File: src/msas_regs.vh
// Command codes, field positions, reset values and timing for the
// monitor ADC scheduler and limit alarm block.
// Included by the scheduler module only; holds definitions only.
`ifndef MSAS_REGS_VH
`define MSAS_REGS_VH

// Command codes of the 16-bit registers
`define MSAS_CMD_BACKUP_CH_EN    8'h07
`define MSAS_CMD_CHARGE_PAUSE    8'h08
`define MSAS_CMD_BACKUP_PAUSE    8'h09
`define MSAS_CMD_AUX_LOW         8'h0a
`define MSAS_CMD_AUX_HIGH        8'h0b
`define MSAS_CMD_INPUT_LOW       8'h0c
`define MSAS_CMD_INPUT_HIGH      8'h0d
`define MSAS_CMD_STACK_LOW       8'h0e
`define MSAS_CMD_STACK_HIGH      8'h0f
`define MSAS_CMD_OUTPUT_LOW      8'h10
`define MSAS_CMD_OUTPUT_HIGH     8'h11

// Field positions in the backup channel enable register
`define MSAS_BIT_BACKUP_OUTPUT   5
`define MSAS_BIT_BACKUP_CELL3    10
`define MSAS_BIT_BACKUP_CELL4    11

// Reset values
`define MSAS_RST_PAUSE           16'h0064
`define MSAS_RST_LIMIT           16'h0000
`define MSAS_RST_BACKUP_CH_EN    16'h0000

// Channel numbers of the conversion sequence
`define MSAS_CH_AUX              3'h0
`define MSAS_CH_INPUT            3'h1
`define MSAS_CH_STACK            3'h2
`define MSAS_CH_OUTPUT           3'h3
`define MSAS_CH_CELL1            3'h4
`define MSAS_CH_CELL2            3'h5
`define MSAS_CH_CELL3            3'h6
`define MSAS_CH_CELL4            3'h7

// Timing: one pause count in ns, and the clock period in ns
`define MSAS_PAUSE_LSB_NS        400000
`define MSAS_CLK_PERIOD_NS       25

`endif

File: src/msas_tick.v
// Free-running prescaler giving one pulse per pause count.
// Assumes a single clock; restart_i realigns the count to zero.
`timescale 1ns/1ps
`default_nettype none

module msas_tick #(
	parameter integer TICK_CYCLES = 16000
) (
	input  wire        core_clk_i,
	input  wire        srst_i,
	input  wire        restart_i,
	output wire        tick_o
);

	reg [15:0] count;

	// Count cycles and wrap after one full pause count
	always @(posedge core_clk_i) begin
		if (srst_i || restart_i || tick_o) begin
			count <= 16'h0000;
		end else begin
			count <= count + 16'h0001;
		end
	end

	assign tick_o = (count == TICK_CYCLES[15:0] - 16'h0001);

endmodule // msas_tick

`default_nettype wire

File: src/msas_limit_cmp.v
// Strict window comparator for one conversion result.
// Assumes limits and enables are stable while valid_i is high.
`timescale 1ns/1ps
`default_nettype none

module msas_limit_cmp #(
	parameter integer WIDTH = 16
) (
	input  wire [WIDTH-1:0] value_i,
	input  wire [WIDTH-1:0] low_limit_i,
	input  wire [WIDTH-1:0] high_limit_i,
	input  wire             low_en_i,
	input  wire             high_en_i,
	input  wire             valid_i,
	output wire             below_o,
	output wire             above_o
);

	// Strict compares, each gated by its enable
	assign below_o = valid_i && low_en_i && (value_i < low_limit_i);
	assign above_o = valid_i && high_en_i && (value_i > high_limit_i);

endmodule // msas_limit_cmp

`default_nettype wire

File: src/msas_sched_alarm.v
// Measurement scheduler and voltage limit alarms of the monitor ADC.
// Assumes an SMBus protocol engine on the same clock that presents a
// command code with a write strobe, and an ADC that answers each start
// with one done pulse carrying a 16-bit result.
`timescale 1ns/1ps
`default_nettype none
`include "msas_regs.vh"

module msas_sched_alarm #(
	parameter integer TICK_CYCLES = `MSAS_PAUSE_LSB_NS / `MSAS_CLK_PERIOD_NS
) (
	input  wire        core_clk_i,
	input  wire        srst_i,
	// Register access by command code
	input  wire [7:0]  cmd_code_i,
	input  wire        cmd_wr_i,
	input  wire [15:0] cmd_wr_data_i,
	output reg  [15:0] cmd_rd_data_o,
	// Operating state
	input  wire        backup_mode_i,
	input  wire        own_schedule_i,
	input  wire [7:0]  charge_chan_en_i,
	input  wire [7:0]  backup_other_en_i,
	// Converter handshake
	output reg         conv_start_o,
	output reg  [2:0]  conv_chan_o,
	input  wire        conv_done_i,
	input  wire [15:0] conv_data_i,
	// Results for balancing and shunt control
	output reg         bal_update_o,
	output reg  [2:0]  bal_chan_o,
	output reg  [15:0] bal_data_o,
	// Alarm enables, flags and clears
	input  wire [7:0]  alarm_en_i,
	input  wire [7:0]  alarm_clear_i,
	output reg  [7:0]  alarm_flags_o,
	// Open-drain alert pin
	output wire        alert_n_out_o,
	output reg         alert_n_oe_n_o,
	// Round progress
	output wire        round_busy_o
);

	// One-hot sequencer states
	localparam [2:0] ST_PICK = 3'b001;
	localparam [2:0] ST_CONV = 3'b010;
	localparam [2:0] ST_WAIT = 3'b100;

	reg  [15:0] backup_ch_en;
	reg  [15:0] charge_round_pause;
	reg  [15:0] backup_round_pause;
	reg  [15:0] aux_input_low_limit;
	reg  [15:0] aux_input_high_limit;
	reg  [15:0] input_rail_low_limit;
	reg  [15:0] input_rail_high_limit;
	reg  [15:0] stack_low_limit;
	reg  [15:0] stack_high_limit;
	reg  [15:0] output_rail_low_limit;
	reg  [15:0] output_rail_high_limit;

	reg  [2:0]  state;
	reg  [2:0]  next_state;
	reg  [2:0]  chan;
	reg  [2:0]  next_chan;
	reg  [15:0] pause_left;
	reg  [15:0] next_pause_left;
	reg         tick_restart;
	reg  [7:0]  backup_en;
	reg  [7:0]  active_en;
	reg  [15:0] sel_low;
	reg  [15:0] sel_high;
	reg  [15:0] read_mux;
	reg  [7:0]  alarm_set;
	reg  [7:0]  next_flags;

	wire        backup_cell3_sample_on;
	wire        backup_cell4_sample_on;
	wire        backup_output_sample_on;
	wire        tick;
	wire        result_valid;
	wire        is_limited;
	wire        below;
	wire        above;
	wire [15:0] round_pause;

	// True when a write targets the given command code
	function wr_hit;
		input [7:0] code;
		input [7:0] target;
		input       strobe;
		begin
			wr_hit = strobe && (code == target);
		end
	endfunction

	// Alarm vector for a channel: under at 2*ch, over at 2*ch+1
	function [7:0] alarm_bits;
		input [2:0] ch;
		input       lo;
		input       hi;
		begin
			alarm_bits = 8'h00;
			if (ch[2] == 1'b0) begin
				alarm_bits[{ch[1:0], 1'b0}] = lo;
				alarm_bits[{ch[1:0], 1'b1}] = hi;
			end
		end
	endfunction

	// Backup enable fields
	assign backup_cell3_sample_on  = backup_ch_en[`MSAS_BIT_BACKUP_CELL3];
	assign backup_cell4_sample_on  = backup_ch_en[`MSAS_BIT_BACKUP_CELL4];
	assign backup_output_sample_on = backup_ch_en[`MSAS_BIT_BACKUP_OUTPUT];

	// Register writes by command code
	always @(posedge core_clk_i) begin
		if (srst_i) begin
			backup_ch_en           <= `MSAS_RST_BACKUP_CH_EN;
			charge_round_pause     <= `MSAS_RST_PAUSE;
			backup_round_pause     <= `MSAS_RST_PAUSE;
			aux_input_low_limit    <= `MSAS_RST_LIMIT;
			aux_input_high_limit   <= `MSAS_RST_LIMIT;
			input_rail_low_limit   <= `MSAS_RST_LIMIT;
			input_rail_high_limit  <= `MSAS_RST_LIMIT;
			stack_low_limit        <= `MSAS_RST_LIMIT;
			stack_high_limit       <= `MSAS_RST_LIMIT;
			output_rail_low_limit  <= `MSAS_RST_LIMIT;
			output_rail_high_limit <= `MSAS_RST_LIMIT;
		end else begin
			if (wr_hit(cmd_code_i, `MSAS_CMD_BACKUP_CH_EN, cmd_wr_i)) begin
				// Only the enables owned here are stored
				backup_ch_en <= 16'h0000;
				backup_ch_en[`MSAS_BIT_BACKUP_CELL3] <=
					cmd_wr_data_i[`MSAS_BIT_BACKUP_CELL3];
				backup_ch_en[`MSAS_BIT_BACKUP_CELL4] <=
					cmd_wr_data_i[`MSAS_BIT_BACKUP_CELL4];
				backup_ch_en[`MSAS_BIT_BACKUP_OUTPUT] <=
					cmd_wr_data_i[`MSAS_BIT_BACKUP_OUTPUT];
			end
			if (wr_hit(cmd_code_i, `MSAS_CMD_CHARGE_PAUSE, cmd_wr_i)) begin
				charge_round_pause <= cmd_wr_data_i;
			end
			if (wr_hit(cmd_code_i, `MSAS_CMD_BACKUP_PAUSE, cmd_wr_i)) begin
				backup_round_pause <= cmd_wr_data_i;
			end
			if (wr_hit(cmd_code_i, `MSAS_CMD_AUX_LOW, cmd_wr_i)) begin
				aux_input_low_limit <= cmd_wr_data_i;
			end
			if (wr_hit(cmd_code_i, `MSAS_CMD_AUX_HIGH, cmd_wr_i)) begin
				aux_input_high_limit <= cmd_wr_data_i;
			end
			if (wr_hit(cmd_code_i, `MSAS_CMD_INPUT_LOW, cmd_wr_i)) begin
				input_rail_low_limit <= cmd_wr_data_i;
			end
			if (wr_hit(cmd_code_i, `MSAS_CMD_INPUT_HIGH, cmd_wr_i)) begin
				input_rail_high_limit <= cmd_wr_data_i;
			end
			if (wr_hit(cmd_code_i, `MSAS_CMD_STACK_LOW, cmd_wr_i)) begin
				stack_low_limit <= cmd_wr_data_i;
			end
			if (wr_hit(cmd_code_i, `MSAS_CMD_STACK_HIGH, cmd_wr_i)) begin
				stack_high_limit <= cmd_wr_data_i;
			end
			if (wr_hit(cmd_code_i, `MSAS_CMD_OUTPUT_LOW, cmd_wr_i)) begin
				output_rail_low_limit <= cmd_wr_data_i;
			end
			if (wr_hit(cmd_code_i, `MSAS_CMD_OUTPUT_HIGH, cmd_wr_i)) begin
				output_rail_high_limit <= cmd_wr_data_i;
			end
		end
	end

	// Read mux; unknown codes read as zero
	always @* begin
		case (cmd_code_i)
			`MSAS_CMD_BACKUP_CH_EN: read_mux = backup_ch_en;
			`MSAS_CMD_CHARGE_PAUSE: read_mux = charge_round_pause;
			`MSAS_CMD_BACKUP_PAUSE: read_mux = backup_round_pause;
			`MSAS_CMD_AUX_LOW:      read_mux = aux_input_low_limit;
			`MSAS_CMD_AUX_HIGH:     read_mux = aux_input_high_limit;
			`MSAS_CMD_INPUT_LOW:    read_mux = input_rail_low_limit;
			`MSAS_CMD_INPUT_HIGH:   read_mux = input_rail_high_limit;
			`MSAS_CMD_STACK_LOW:    read_mux = stack_low_limit;
			`MSAS_CMD_STACK_HIGH:   read_mux = stack_high_limit;
			`MSAS_CMD_OUTPUT_LOW:   read_mux = output_rail_low_limit;
			`MSAS_CMD_OUTPUT_HIGH:  read_mux = output_rail_high_limit;
			default:                read_mux = 16'h0000;
		endcase
	end

	// Registered read data, one cycle behind the code
	always @(posedge core_clk_i) begin
		if (srst_i) begin
			cmd_rd_data_o <= 16'h0000;
		end else begin
			cmd_rd_data_o <= read_mux;
		end
	end

	// Channel enables of the present mode
	always @* begin
		backup_en = backup_other_en_i;
		backup_en[`MSAS_CH_OUTPUT] = backup_output_sample_on;
		backup_en[`MSAS_CH_CELL3]  = backup_cell3_sample_on;
		backup_en[`MSAS_CH_CELL4]  = backup_cell4_sample_on;
		active_en = backup_mode_i ? backup_en : charge_chan_en_i;
	end

	// Pause for the present mode; zero while running own schedule in charging mode
	assign round_pause = backup_mode_i ? backup_round_pause :
		(own_schedule_i ? 16'h0000 : charge_round_pause);

	// Pause count prescaler
	msas_tick #(
		.TICK_CYCLES (TICK_CYCLES)
	) u_tick (
		.core_clk_i (core_clk_i),
		.srst_i     (srst_i),
		.restart_i  (tick_restart),
		.tick_o     (tick)
	);

	// Round sequencer: convert the enabled channels in order, then wait out the round pause
	always @* begin
		next_state      = state;
		next_chan       = chan;
		next_pause_left = pause_left;
		tick_restart    = 1'b0;
		case (state)
			ST_PICK: begin
				if (active_en[chan]) begin
					next_state = ST_CONV;
				end else if (chan == `MSAS_CH_CELL4) begin
					next_state      = ST_WAIT;
					next_pause_left = round_pause;
					tick_restart    = 1'b1;
				end else begin
					next_chan = chan + 3'h1;
				end
			end
			ST_CONV: begin
				if (conv_done_i) begin
					if (chan == `MSAS_CH_CELL4) begin
						next_state      = ST_WAIT;
						next_pause_left = round_pause;
						tick_restart    = 1'b1;
					end else begin
						next_state = ST_PICK;
						next_chan  = chan + 3'h1;
					end
				end
			end
			ST_WAIT: begin
				if (pause_left == 16'h0000 ||
				    (own_schedule_i && !backup_mode_i)) begin
					next_state = ST_PICK;
					next_chan  = `MSAS_CH_AUX;
				end else if (tick) begin
					next_pause_left = pause_left - 16'h0001;
				end
			end
			default: begin
				next_state = ST_PICK;
				next_chan  = `MSAS_CH_AUX;
			end
		endcase
	end

	// Sequencer registers and converter start
	always @(posedge core_clk_i) begin
		if (srst_i) begin
			state        <= ST_PICK;
			chan         <= `MSAS_CH_AUX;
			pause_left   <= 16'h0000;
			conv_start_o <= 1'b0;
			conv_chan_o  <= 3'h0;
		end else begin
			state        <= next_state;
			chan         <= next_chan;
			pause_left   <= next_pause_left;
			conv_start_o <= (state == ST_PICK) && (next_state == ST_CONV);
			if ((state == ST_PICK) && (next_state == ST_CONV)) begin
				conv_chan_o <= chan;
			end
		end
	end

	assign round_busy_o = (state != ST_WAIT);
	assign result_valid = (state == ST_CONV) && conv_done_i;
	assign is_limited   = (chan[2] == 1'b0);

	// Limit pair for the channel just converted
	always @* begin
		case (chan)
			`MSAS_CH_AUX: begin
				sel_low  = aux_input_low_limit;
				sel_high = aux_input_high_limit;
			end
			`MSAS_CH_INPUT: begin
				sel_low  = input_rail_low_limit;
				sel_high = input_rail_high_limit;
			end
			`MSAS_CH_STACK: begin
				sel_low  = stack_low_limit;
				sel_high = stack_high_limit;
			end
			`MSAS_CH_OUTPUT: begin
				sel_low  = output_rail_low_limit;
				sel_high = output_rail_high_limit;
			end
			default: begin
				sel_low  = 16'h0000;
				sel_high = 16'hffff;
			end
		endcase
	end

	// Compare result against the selected limits
	msas_limit_cmp #(
		.WIDTH (16)
	) u_cmp (
		.value_i      (conv_data_i),
		.low_limit_i  (sel_low),
		.high_limit_i (sel_high),
		.low_en_i     (alarm_en_i[{chan[1:0], 1'b0}]),
		.high_en_i    (alarm_en_i[{chan[1:0], 1'b1}]),
		.valid_i      (result_valid && is_limited),
		.below_o      (below),
		.above_o      (above)
	);

	// Sticky alarm flags; a new event beats a clear
	always @* begin
		alarm_set  = alarm_bits(chan, below, above);
		next_flags = (alarm_flags_o & ~alarm_clear_i)
			| alarm_set;
	end

	// Flags and alert pin drive
	always @(posedge core_clk_i) begin
		if (srst_i) begin
			alarm_flags_o  <= 8'h00;
			alert_n_oe_n_o <= 1'b1;
		end else begin
			alarm_flags_o  <= next_flags;
			alert_n_oe_n_o <= ~(|next_flags);
		end
	end

	// Alert pin only ever pulls low
	assign alert_n_out_o = 1'b0;

	// Charging-mode results forwarded to balancer and shunt control
	always @(posedge core_clk_i) begin
		if (srst_i) begin
			bal_update_o <= 1'b0;
			bal_chan_o   <= 3'h0;
			bal_data_o   <= 16'h0000;
		end else begin
			bal_update_o <= result_valid && !backup_mode_i;
			if (result_valid && !backup_mode_i) begin
				bal_chan_o <= chan;
				bal_data_o <= conv_data_i;
			end
		end
	end

endmodule // msas_sched_alarm

`default_nettype wire

File: config.mk
export PLATFORM = sky130hd
export DESIGN_NAME = msas_sched_alarm
export DESIGN_NICKNAME = d
export VERILOG_FILES = /design/src/msas_tick.v /design/src/msas_limit_cmp.v /design/src/msas_sched_alarm.v
export VERILOG_INCLUDE_DIRS = /design/src
export SDC_FILE = /design/constraint.sdc
export NUM_CORES = 1
export LEC_CHECK = 0
export BUFFER_PORTS_ARGS = -buffer_cell sky130_fd_sc_hd__buf_2
export CAP_MARGIN = 0
export CORE_UTILIZATION = 54
export CTS_BUF_LIST = sky130_fd_sc_hd__clkbuf_16
export DETAILED_ROUTE_END_ITERATION = 10
export PLACE_DENSITY = 0.77
export SYNTH_ARGS = -nofsm -noshare
export SYNTH_HDL_FRONTEND = slang
export SYNTH_SLANG_ARGS = --single-unit
export TNS_END_PERCENT = 100
File: constraint.sdc
create_clock -name core_clk_i -period 4 [get_ports core_clk_i]
set_clock_uncertainty 0.15 [all_clocks]
set_input_delay 0.4 -clock core_clk_i [delete_from_list [all_inputs] [get_ports core_clk_i]]
set_output_delay 0.4 -clock core_clk_i [all_outputs]
set_load 0.01 [all_outputs]
Yosys cells after proc, flatten, opt, wreduce, memory -nomap -nowiden
Cells that the tools add are included.
Cells by class
  reductions and logical operators: 32
  magnitude comparators: 7
  $add $sub $neg: 3
  eq/ne operators: 26
  mux-type cells: 39
  bitwise gates (word level): 6
Operators with widths (number)
  one-hot mux 16 bit (11 select lines): 1
  one-hot mux 16 bit (4 select lines): 2
  two-way mux 16 bit: 7
  equality test 8 x 4 -> 1 bit (second input constant): 8
  one-hot mux 16 bit (3 select lines): 1
  two-way mux 3 bit: 9
  logical AND 1 bit: 22
  one-hot mux 3 bit (3 select lines): 2
  adder 16 x 1 -> 16 bit (second input constant): 1
  equality test 16 x 14 -> 1 bit (second input constant): 1
  equality test 8 x 5 -> 1 bit (second input constant): 2
  > comparator 16 bit: 1
  logical NOT 16 bit: 1
  < comparator 16 bit: 1
  two-way mux 8 bit: 2
  subtractor 16 x 1 -> 16 bit (second input constant): 1
  equality test 3 x 2 -> 1 bit (second input constant): 4
  < comparator 3 x 4 -> 1 bit (second input constant): 3
  AND 8 x 7 -> 8 bit: 1
  AND 8 bit: 1
  bitwise mux 8 bit: 1
  equality test 8 x 3 -> 1 bit (second input constant): 1
  two-way mux 1 bit: 8
  != test 2 bit (second input constant): 4
  20 further kinds: 28
Word-level totals
  logic and storage cells: 136
  bits of input ports: 78
  bits in registers: 250

Depth between registers and ports, before layout
Gate-level depths: netlist of run 1.
  depth after elaboration: 11
  depth in mapped cells: 15

Modules after synthesis
Synthesis of run 1 repeated with hierarchy kept, for this count alone.
Second synthesis, totals
  cells, all modules: 1565
  area total of the unflattened synthesis: 12718.4 µm²
By module, submodules not included
  msas_sched_alarm: instances 1, seq. area each 4684.5 µm², cells each 1372, area each 11218.3 µm²
  msas_limit_cmp: instances 1, seq. area each 0.0 µm², cells each 113, area each 780.7 µm²
  msas_tick: instances 1, seq. area each 320.3 µm², cells each 80, area each 719.4 µm²

Least setup slack after synthesis of run 1
OpenSTA, ideal clock, no wires.
  path kind: register to register
  start: reg chan[1], in the netlist alarm_bits.ch[1]
  end: reg alert_n_oe_n_o
  arrival time: 3.484 ns
  data required time: 3.736 ns
  path buffers: 4
  cell stages (with the launch flop): 16
  path slack: 0.252 ns
  period minus slack after synthesis: 3.748 ns
  cells stage by stage: dfxtp_1 clkbuf_1 inv_1 ha_1 clkbuf_1 nor2b_1 clkbuf_1 clkbuf_1 a221oi_1 ha_1 nand4_1 or4_1 a21o_1 a31oi_1 o21ai_0 a21o_1
Between the ends
  word-level cells in the longest chain between the ends: 10
RTL lines
  start: declaration: RTL line msas_sched_alarm.v:63  | reg [2:0] chan;
  start signal: assignment: RTL line msas_sched_alarm.v:273  | chan <= `MSAS_CH_AUX;
  start signal: assignment: RTL line msas_sched_alarm.v:279  | chan <= next_chan;
  equality test 3 x 2 -> 1 bit (tied with other cells): RTL line msas_sched_alarm.v:294  | case (chan)
  one-hot mux 16 bit (4 select lines) (tied with other cells): RTL line msas_sched_alarm.v:294
  < comparator 16 bit (tied with other cells): RTL line msas_limit_cmp.v:20  | assign below_o = valid_i && low_en_i && (value_i < low_limit_i);
  logical AND 1 bit or demux 1 bit (select 2 bit) (tied branches): RTL line msas_limit_cmp.v:20, msas_sched_alarm.v:104
  AND 8 x 7 -> 8 bit (no source line)
  bitwise mux 8 bit *: RTL line msas_sched_alarm.v:105  | alarm_bits[{ch[1:0], 1'b1}] = hi;
  two-way mux 8 bit *: RTL line msas_sched_alarm.v:103  | if (ch[2] == 1'b0) begin
  bitwise OR 8 bit *: RTL line msas_sched_alarm.v:336  | | alarm_set;
  OR reduction 8 bit *: RTL line msas_sched_alarm.v:346  | alert_n_oe_n_o <= ~(|next_flags);
  NOT 1 bit *: RTL line msas_sched_alarm.v:346
  end signal: assignment: RTL line msas_sched_alarm.v:346
  end: declaration: RTL line msas_sched_alarm.v:39  | output reg alert_n_oe_n_o,
Every way passes the cells marked *; elsewhere a longest branch is shown, timed or not. The select of a mux whose other input is x is not followed.
A chain may end at the register's enable or synchronous reset.

Worst setup path after layout of run 1
  start: reg chan[0], in the netlist alarm_bits.ch[0]
  end: reg alarm_flags_o[3]
Between the ends
  word-level cells in the longest chain between the ends: 8
RTL lines
  equality test 3 x 2 -> 1 bit (tied with other cells): RTL line msas_sched_alarm.v:294
  one-hot mux 16 bit (4 select lines) or two-way mux 1 bit (tied branches): RTL line msas_sched_alarm.v:294, msas_sched_alarm.v:325
  < comparator 16 bit or logical AND 1 bit (tied branches): RTL line msas_limit_cmp.v:20
  logical AND 1 bit: RTL line msas_limit_cmp.v:20
  AND 8 x 7 -> 8 bit (no source line)
  bitwise mux 8 bit *: RTL line msas_sched_alarm.v:105
  two-way mux 8 bit *: RTL line msas_sched_alarm.v:103
  bitwise OR 8 bit *: RTL line msas_sched_alarm.v:336
  end signal: assignment: RTL line msas_sched_alarm.v:345  | alarm_flags_o <= next_flags;
  end: declaration: RTL line msas_sched_alarm.v:36  | output reg [7:0] alarm_flags_o,
Marks and branches as above.

==> impl_results.md, run 1 <==
- Final WL: 42800 um
- CP Buf/Inv Count: 4
- Synth unique cells: 73
- CP max FO: 11
- TritonCTS Buffers: 27
- Drt pass-1 iters: 5
- Initial core utilization: 0.5592
- Dpl cells: 1850
- Core area: 22090 um2
- Detail Route Antenna Nets: 0
- Reg2reg setup slack: 200 ps
- Reg-to-reg endpoint: alarm_flags_o[3]
- CP max-delay cell: or4_1
- Antenna violations before repair: 1
- Most frequent CP cell: buf_4
- Port Buffers: 124
- Seq/Total Area, Yosys: 0.4051
- Layout cells sized above 1: 0.1534
- CP Cell Sequence: inv_1 -> buf_4 -> ha_1 -> nor2b_1 -> buf_4 -> a221oi_1 -> ha_1 -> nand4_1 -> or4_1 -> a21o_1 -> a31oi_1 -> buf_4 -> nand2_1 -> a21oi_1
- Final period utilization: 0.9505
- Pwr Density: 432.9 nW/um2
- Die ar.: 23490 um2
- Post-synth ARST share: 0
- Worst EP required: 4310 ps
- Final hold vios: 0
- Final WS setup: 198.1 ps
- Chip width: 153.3 um
- Vias in the first global route: 11350
- DR iter-0 viols: 1630
- R2R Path Start: alarm_bits.ch[0]
- CP Capture Type: flip-flop
- Root buffer cell: clkbuf_16
- Htree depth: 1
- Number of synthesized flops with an enable pin: 0
- Max_cap viols: 0
- Total Power: 6193 uW
- F_max: 0.2630 GHz
- Critical Path AT: 4110 ps
- Clk slew on worst S/H paths: 60 ps
- Largest net degree at the start of global routing: 83
- LEAKAGE: 0.005376 uW
- Finished Layout Cells: 1903
- Gr usage total: 0.3551
- Worst slew margin: 0.2315
- Ys flop type: dfxtp_1
- Gr ovfl total: 0
- Post-Syn Instances: 1519
- Largest stage delay, worst path: 590 ps
- HP Class: in2reg
- P&R area growth vs syn: 15.80%
- Via-per-instance ratio: 6.506
- DRC: 0
- Commonest non-fill, non-tap cell in the layout: nand2_1
- Setup TNS Final: 0 ps
- Slew @ Worst Pin: 1149 ps
- Crit Path Class: reg2reg
- Die H: 153.3 um
- IO Pins: 129
- CTS max path bufs: 3
- Status: finished clean
- Via count: 12380
- Antenna cells: 0
- NumNets Final: 1720
- Post-detail-place hpwl: 29050 um
- Worst Hold End: bal_data_o[4]
- #FFs+latches synth: 250
- Gpl congestion: 1.030
- First-pass GRT wire length: 64810 um
- Tmin final: 3802 ps
- Setup crit start kind: flip-flop
- Synth warn: 0
- FF-to-FF path depth: 14
- Synth Area per Inst: 8.133 um2
- Slew Limit Fails: 0
- Final setup viols: 0
- Final cell utilization of the core: 0.6475
- Clock latency on the worst-skew pair: 540 ps
- Hold path depth: 3
- Synthesized cell area: 12350 um2
- Std cell rows: 54
- Peak supply drop: 445.6 uV
- RSZ-0062 raised after global routing: false
- Average wire per standard cell: 22.49 um
- Most frequent cells in the layout: nand2_1 (305), dfxtp_1 (250), a21oi_1 (201)
- Crit path max-delay family: compound AO/OA/AOI/OAI gates
- Hold Startpoint: conv_data_i[4]
- Pre-CTS WS: 177.7 ps
- Post-Syn Nets: 1636
- CTS sink cnt: 250
- CTS tree: yes
==> how the worst max path moves through the flow <==
stage,from,depth (start not counted),end,slack (ps)
after global placement,alarm_bits.ch[0],12,alarm_flags_o[3],220
after floorplan,alarm_bits.ch[1],15,alert_n_oe_n_o,250
after CTS,alarm_bits.ch[0],12,alarm_flags_o[3],140
final,alarm_bits.ch[0],14,alarm_flags_o[3],200
after detailed placement,alarm_bits.ch[0],12,alarm_flags_o[3],180
after global routing,alarm_bits.ch[0],14,alarm_flags_o[1],10
==> Yosys cell counts, types with 3 or more instances <==
master	number	area (um2)
nand2_1	305	1145
dfxtp_1	250	5005
a21oi_1	201	1006
clkbuf_1	109	409.1
nor2_1	108	405.4
mux2i_1	62	620.6
nand3_1	55	275.3
a221oi_1	40	350.3
ha_1	39	488.0
a22o_1	32	280.3
o21ai_0	28	140.1
a31oi_1	23	143.9
nor3b_1	19	142.6
a221o_1	17	170.2
inv_1	16	60.06
nand2b_1	13	81.33
and3_1	11	68.82
nand4_1	11	68.82
o311ai_0	11	96.34
a22oi_1	10	75.07
a211oi_1	9	67.56
buf_2	9	45.04
nor3_1	9	45.04
xor2_1	9	78.83
nor2b_1	8	50.05
o22ai_1	8	50.05
o31ai_1	8	60.06
o2bb2ai_1	7	61.31
mux4_2	6	135.1
xnor2_1	6	52.55
and2_1	5	31.28
buf_1	5	18.77
o21a_1	5	37.54
buf_6	4	45.04
o211ai_1	4	30.03
o41ai_1	4	35.03
or4_1	4	30.03
a32oi_1	3	26.28
mux2_2	3	33.78
nor4_1	3	18.77
==> worst register-to-register path, cell delays in order (launching register included) <==
cell	delay, ps
dfxtp_1	430
inv_1	100
buf_4	160
ha_1	200
nor2b_1	160
buf_4	200
a221oi_1	530
ha_1	200
nand4_1	130
or4_1	590
a21o_1	180
a31oi_1	300
buf_4	200
nand2_1	70
a21oi_1	150
==> kinds of logic (layout without fill, tap and decap cells) <==
family          after synthesis  after routing  synth area share
compound gates              428            428            0.2259
xor+xnor                     15             15           0.01063
fa+ha+maj                    39             39           0.03950
buf+inv                     145            249           0.04770
flops                       250            250            0.4051
mux                          72             72           0.06603
other cells                   1              1         0.0003035
simple gates                569            569            0.2048
==> final cells by class <==
| cell class | instances | area (um2) |
|---|---|---|
| Clock buffer | 27 | 675.6 |
| Clock inverter | 22 | 289.0 |
| Fill cell | 1885 | 7787 |
| Inverter | 17 | 63.81 |
| Multi-Input combinational cell | 1124 | 6793 |
| Sequential cell | 250 | 5005 |
| Tap cell | 280 | 350.3 |
| Timing Repair Buffer | 183 | 1130 |
==> where the power goes <==
part / switching, uW / total (uW) / internal (uW)
clock network: 1040 / 2720 / 1680
logic: 611 / 924 / 313
registers: 30.8 / 2550 / 2520
==> sequential cells by signal (all words and copies together), names as in the netlist, 16 cells and up <==
signal                  flops
aux_input_high_limit       16
aux_input_low_limit        16
backup_round_pause         16
bal_data_o                 16
charge_round_pause         16
cmd_rd_data_o              16
input_rail_high_limit      16
input_rail_low_limit       16
output_rail_high_limit     16
output_rail_low_limit      16
pause_left                 16
stack_high_limit           16
stack_low_limit            16
u_tick.count               16
==> per-stage QoR <==
stage / instance area (um2) / hold WS, ps
after floorplan: 12350 / 260.6
after global placement: 13290 / 269.8
after detailed placement: 13290 / 281.3
after CTS: 14300 / 2.908
after global routing: 14310 / 10.37
final: 14310 / 10.20
==> per-layer routing <==
layer  up-vias  global-route usage  wire (um)
li1       5620                   -          -
met1      5806              0.4635      16810
met2       788              0.5577      18850
met3       162             0.07457       4935
met4         4              0.1684       2133
met5         -             0.02070         75
==> timing repair <==
item                                   in CTS  in global routing
endpoints found under the hold margin       4                  0
setup endpoints to repair                   0                  5
gates resized for setup                     0                  2
setup buffers                               0                  0
hold buffers                                4                  0
No activity file was read; power rests on OpenSTA's default activity.
==> inputs of run 2 (changes only) <==
--- a/config.mk
+++ b/config.mk
@@ -6,12 +6,12 @@
 export SDC_FILE = /design/constraint.sdc
 export NUM_CORES = 1
 export LEC_CHECK = 0
+export ABC_AREA = 1
 export BUFFER_PORTS_ARGS = -buffer_cell sky130_fd_sc_hd__buf_2
-export CAP_MARGIN = 0
-export CORE_UTILIZATION = 54
+export CORE_UTILIZATION = 53
 export CTS_BUF_LIST = sky130_fd_sc_hd__clkbuf_16
 export DETAILED_ROUTE_END_ITERATION = 10
-export PLACE_DENSITY = 0.77
+export PLACE_DENSITY = 0.76
 export SYNTH_ARGS = -nofsm -noshare
 export SYNTH_HDL_FRONTEND = slang
 export SYNTH_SLANG_ARGS = --single-unit
==> impl_results.md, run 2 <==
- IO Pins: 129 (unchanged)
- Via count: 12320 (-0.45%)
- R2R Path Start: alarm_bits.ch[0]
- Root buffer cell: clkbuf_16
- Slew @ Worst Pin: 1106 ps (-42.47 ps)
- CP max-delay cell: dfxtp_1
- Synthesized cell area: 12110 um2 (-2.0%)
- Slew Limit Fails: 0 (unchanged)
- Clk slew on worst S/H paths: 60 ps (about the same)
- Final hold vios: 0 (unchanged)
- Pwr Density: 466.1 nW/um2 (+7.7%)
- Status: finished clean
- Worst slew margin: 0.2608 (+0.02935)
- Critical Path AT: 3960 ps (-150 ps)
- LEAKAGE: 0.005468 uW (+1.7%)
- First-pass GRT wire length: 61020 um (-5.9%)
- Critical Path Start: alarm_bits.ch[0]
- Port Buffers: 124 (unchanged)
- CP Cell Sequence: inv_1 -> ha_1 -> nand2_1 -> buf_12 -> o22ai_1 -> nor3_1 -> ha_1 -> nand2_1 -> inv_1 -> o21bai_1 -> nand3_1 -> nand2_1 -> nand2_1 -> nand3_1 -> nand2_1 -> nor2_1 -> nand2_1 -> nor2_1 -> nand3_1 -> nand2_1
- Detail Route Antenna Nets: 0 (unchanged)
- DRC: 0 (unchanged)
- Synth unique cells: 51 (-30%)
- TritonCTS Buffers: 28 (+3.7%)
- CTS tree: yes
- RSZ-0062 raised after global routing: false
- Core area: 22090 um2 (unchanged)
- Setup Buffers After CTS: 0 (unchanged)
- Gr ovfl total: 0 (unchanged)
- Most frequent cells after synthesis: inv_1 (251), dfxtp_1 (250), a21oi_1 (240), o21ai_0 (236), nand2_1 (139)
- Final WS setup: 384.9 ps (+186.8 ps)
- Chip width: 153.1 um (about the same)
- Drt pass-1 iters: 6 (+1)
- Post-Syn Nets: 1771 (+8.3%)
- Setup crit end: alert_n_oe_n_o
- Average wire per standard cell: 18.95 um (-16%)
- Reg2reg setup slack: 380 ps (+190 ps)
- Ys flop type: dfxtp_1
- Max_cap viols: 0 (unchanged)
- HP Class: in2reg
- Reg-to-reg endpoint: alert_n_oe_n_o
- Die H: 153.1 um (about the same)
- Via-per-instance ratio: 6.012 (-7.6%)
- Post-Syn Instances: 1654 (+8.9%)
- CP Buf/Inv Count: 3 (-1)
- Synth top area share: 0.4134 (+0.008247)
- Largest cells by area after synthesis: dfxtp_1 (41%), a21oi_1 (9.9%), o21ai_0 (9.8%), inv_1 (7.8%), o22ai_1 (6.3%)
- Crit path max-delay family: simple AND/OR/NAND/NOR gates
- Most frequent CP cell: nand2_1
- Vias in the first global route: 11360 (+0.12%)
- Most frequent cells in the layout: inv_1 (255), dfxtp_1 (250), a21oi_1 (240)
- Commonest non-fill, non-tap cell in the layout: inv_1
- CP max FO: 31 (+20)
- Post-detail-place hpwl: 26560 um (-8.6%)
- Final setup viols: 0 (unchanged)
- Number of synthesized flops with an enable pin: 0 (unchanged)
- CTS sink cnt: 250 (unchanged)
- Std cell rows: 54 (unchanged)
- #FFs+latches synth: 250 (unchanged)
- F_max: 0.2766 GHz (+5.2%)
- Gr usage total: 0.3274 (-0.02767)
- Htree depth: 1 (unchanged)
- FF-to-FF path depth: 20 (+6)
- Cell taking the most area after synthesis: dfxtp_1
- Antenna violations before repair: 1 (unchanged)
- Number of cells on the critical path: 20 (+6)
- CTS max path bufs: 3 (unchanged)
- Synth warn: 0 (unchanged)
- Initial core utilization: 0.5480 (-0.01116)
- Clock latency on the worst-skew pair: 550 ps (about the same)
- Hold path depth: 4 (+1)
- NumNets Final: 1866 (+8.5%)
- CP Capture Type: flip-flop
- Seq/Total Area, Yosys: 0.4134 (+0.008247)
- Post-synth ARST share: 0 (unchanged)
- Peak supply drop: 311.1 uV (-30%)
- Fillcell total: 1895 (+0.53%)
- Gates resized, CTS repair: 0 (unchanged)
- Final period utilization: 0.9038 (-0.04670)
- Setup crit start kind: flip-flop
- Synth Area per Inst: 7.320 um2 (-10%)
- Pre-CTS WS: 522.2 ps (+344.4 ps)
- P&R area growth vs syn: 15.60%
- Layout cells sized above 1: 0.1266 (-0.02679)
- Most common cell in the netlist: inv_1
- Tmin final: 3615 ps (-186.8 ps)
- Crit Path Class: reg2reg
- Die ar.: 23450 um2 (-0.14%)
- Hold Startpoint: alarm_clear_i[4]
- Worst EP required: 4340 ps (+30 ps)
- Setup TNS Final: 0 ps (unchanged)
- Final cell utilization of the core: 0.6335 (-0.01399)
- Final WL: 38850 um (-9.2%)
- Gpl congestion: 0.9706 (-5.8%)
- Largest stage delay, worst path: 490 ps (-100 ps)
- DR iter-0 viols: 1448 (-11%)
- Largest net degree at the start of global routing: 67 (-19%)
run 2: cells by family (layout without fill, tap and decap cells):
family | Yosys count | count (layout) | synth area share
AO/OA/AOI/OAI | 654 | 654 | 0.2949
XOR/XNOR | 9 | 9 | 0.006510
adder cells (fa/ha/maj) | 39 | 39 | 0.04030
buffers and inverters | 353 | 468 | 0.1137
flip-flops | 250 | 250 | 0.4134
multiplexers | 1 | 1 | 0.0008267
other | 1 | 2 | 0.0003097
AND/OR/NAND/NOR | 347 | 347 | 0.1301
run 2: per-layer routing:
metal,vias up,GRT usage,part of all wire
met2,727,0.5338,0.44
met5,-,0,0
li1,5893,-,-
met4,0,0.1703,0.056
met3,147,0.04848,0.097
met1,5557,0.4204,0.40
run 2: layout make-up:
| cell class | count | area, um2 | share of cell area |
|---|---|---|---|
| multi-input combinational | 1051 | 5732 | 0.4095 |
| tap | 280 | 350.3 | 0.02503 |
| timing repair buffer | 162 | 968.4 | 0.06919 |
| clock inverter | 21 | 250.2 | 0.01788 |
| inverter | 256 | 963.4 | 0.06883 |
| clock buffer | 29 | 725.7 | 0.05185 |
| sequential | 250 | 5005 | 0.3576 |
| antenna | 1 | 2.502 | 0.0001788 |
run 2: metrics by stage:
stage / power, uW / cell area [um2] / hold slack (ps) / instances
4_1_cts: 6500 / 13990 / 6.557 / 2049
6_report: 6524 / 14000 / 15.02 / 2050
5_1_grt: 6740 / 14000 / 27.95 / 2050
3_5_place_dp: 3797 / 12970 / 282.3 / 1994
2_1_floorplan: 3358 / 12110 / 280.3 / 1654
3_3_place_gp: 3774 / 12970 / 277.8 / 1994
run 2: worst min-delay path by stage:
| stage | endpoint |
|---|---|
| detailed placement | bal_data_o[0] |
| global route | alarm_flags_o[0] |
| global placement | bal_data_o[11] |
| floorplan | u_tick.count[0] |
| finish | alarm_flags_o[4] |
| CTS | alarm_flags_o[4] |
run 2: worst min-delay path, stage by stage:
cell     delay, ps
buf_2          100
o21ai_0         70
inv_1           70
nor2_1          40
run 2: timing repair:
item / CTS / global route
hold buffers: 5 / 0
endpoints found under the hold margin: 5 / 0
setup endpoints to repair: 0 / 0
run 2: where the power goes:
part           switching [uW]  internal (uW)
clock network            1040           1690
registers                37.9           2540
logic                     819            390
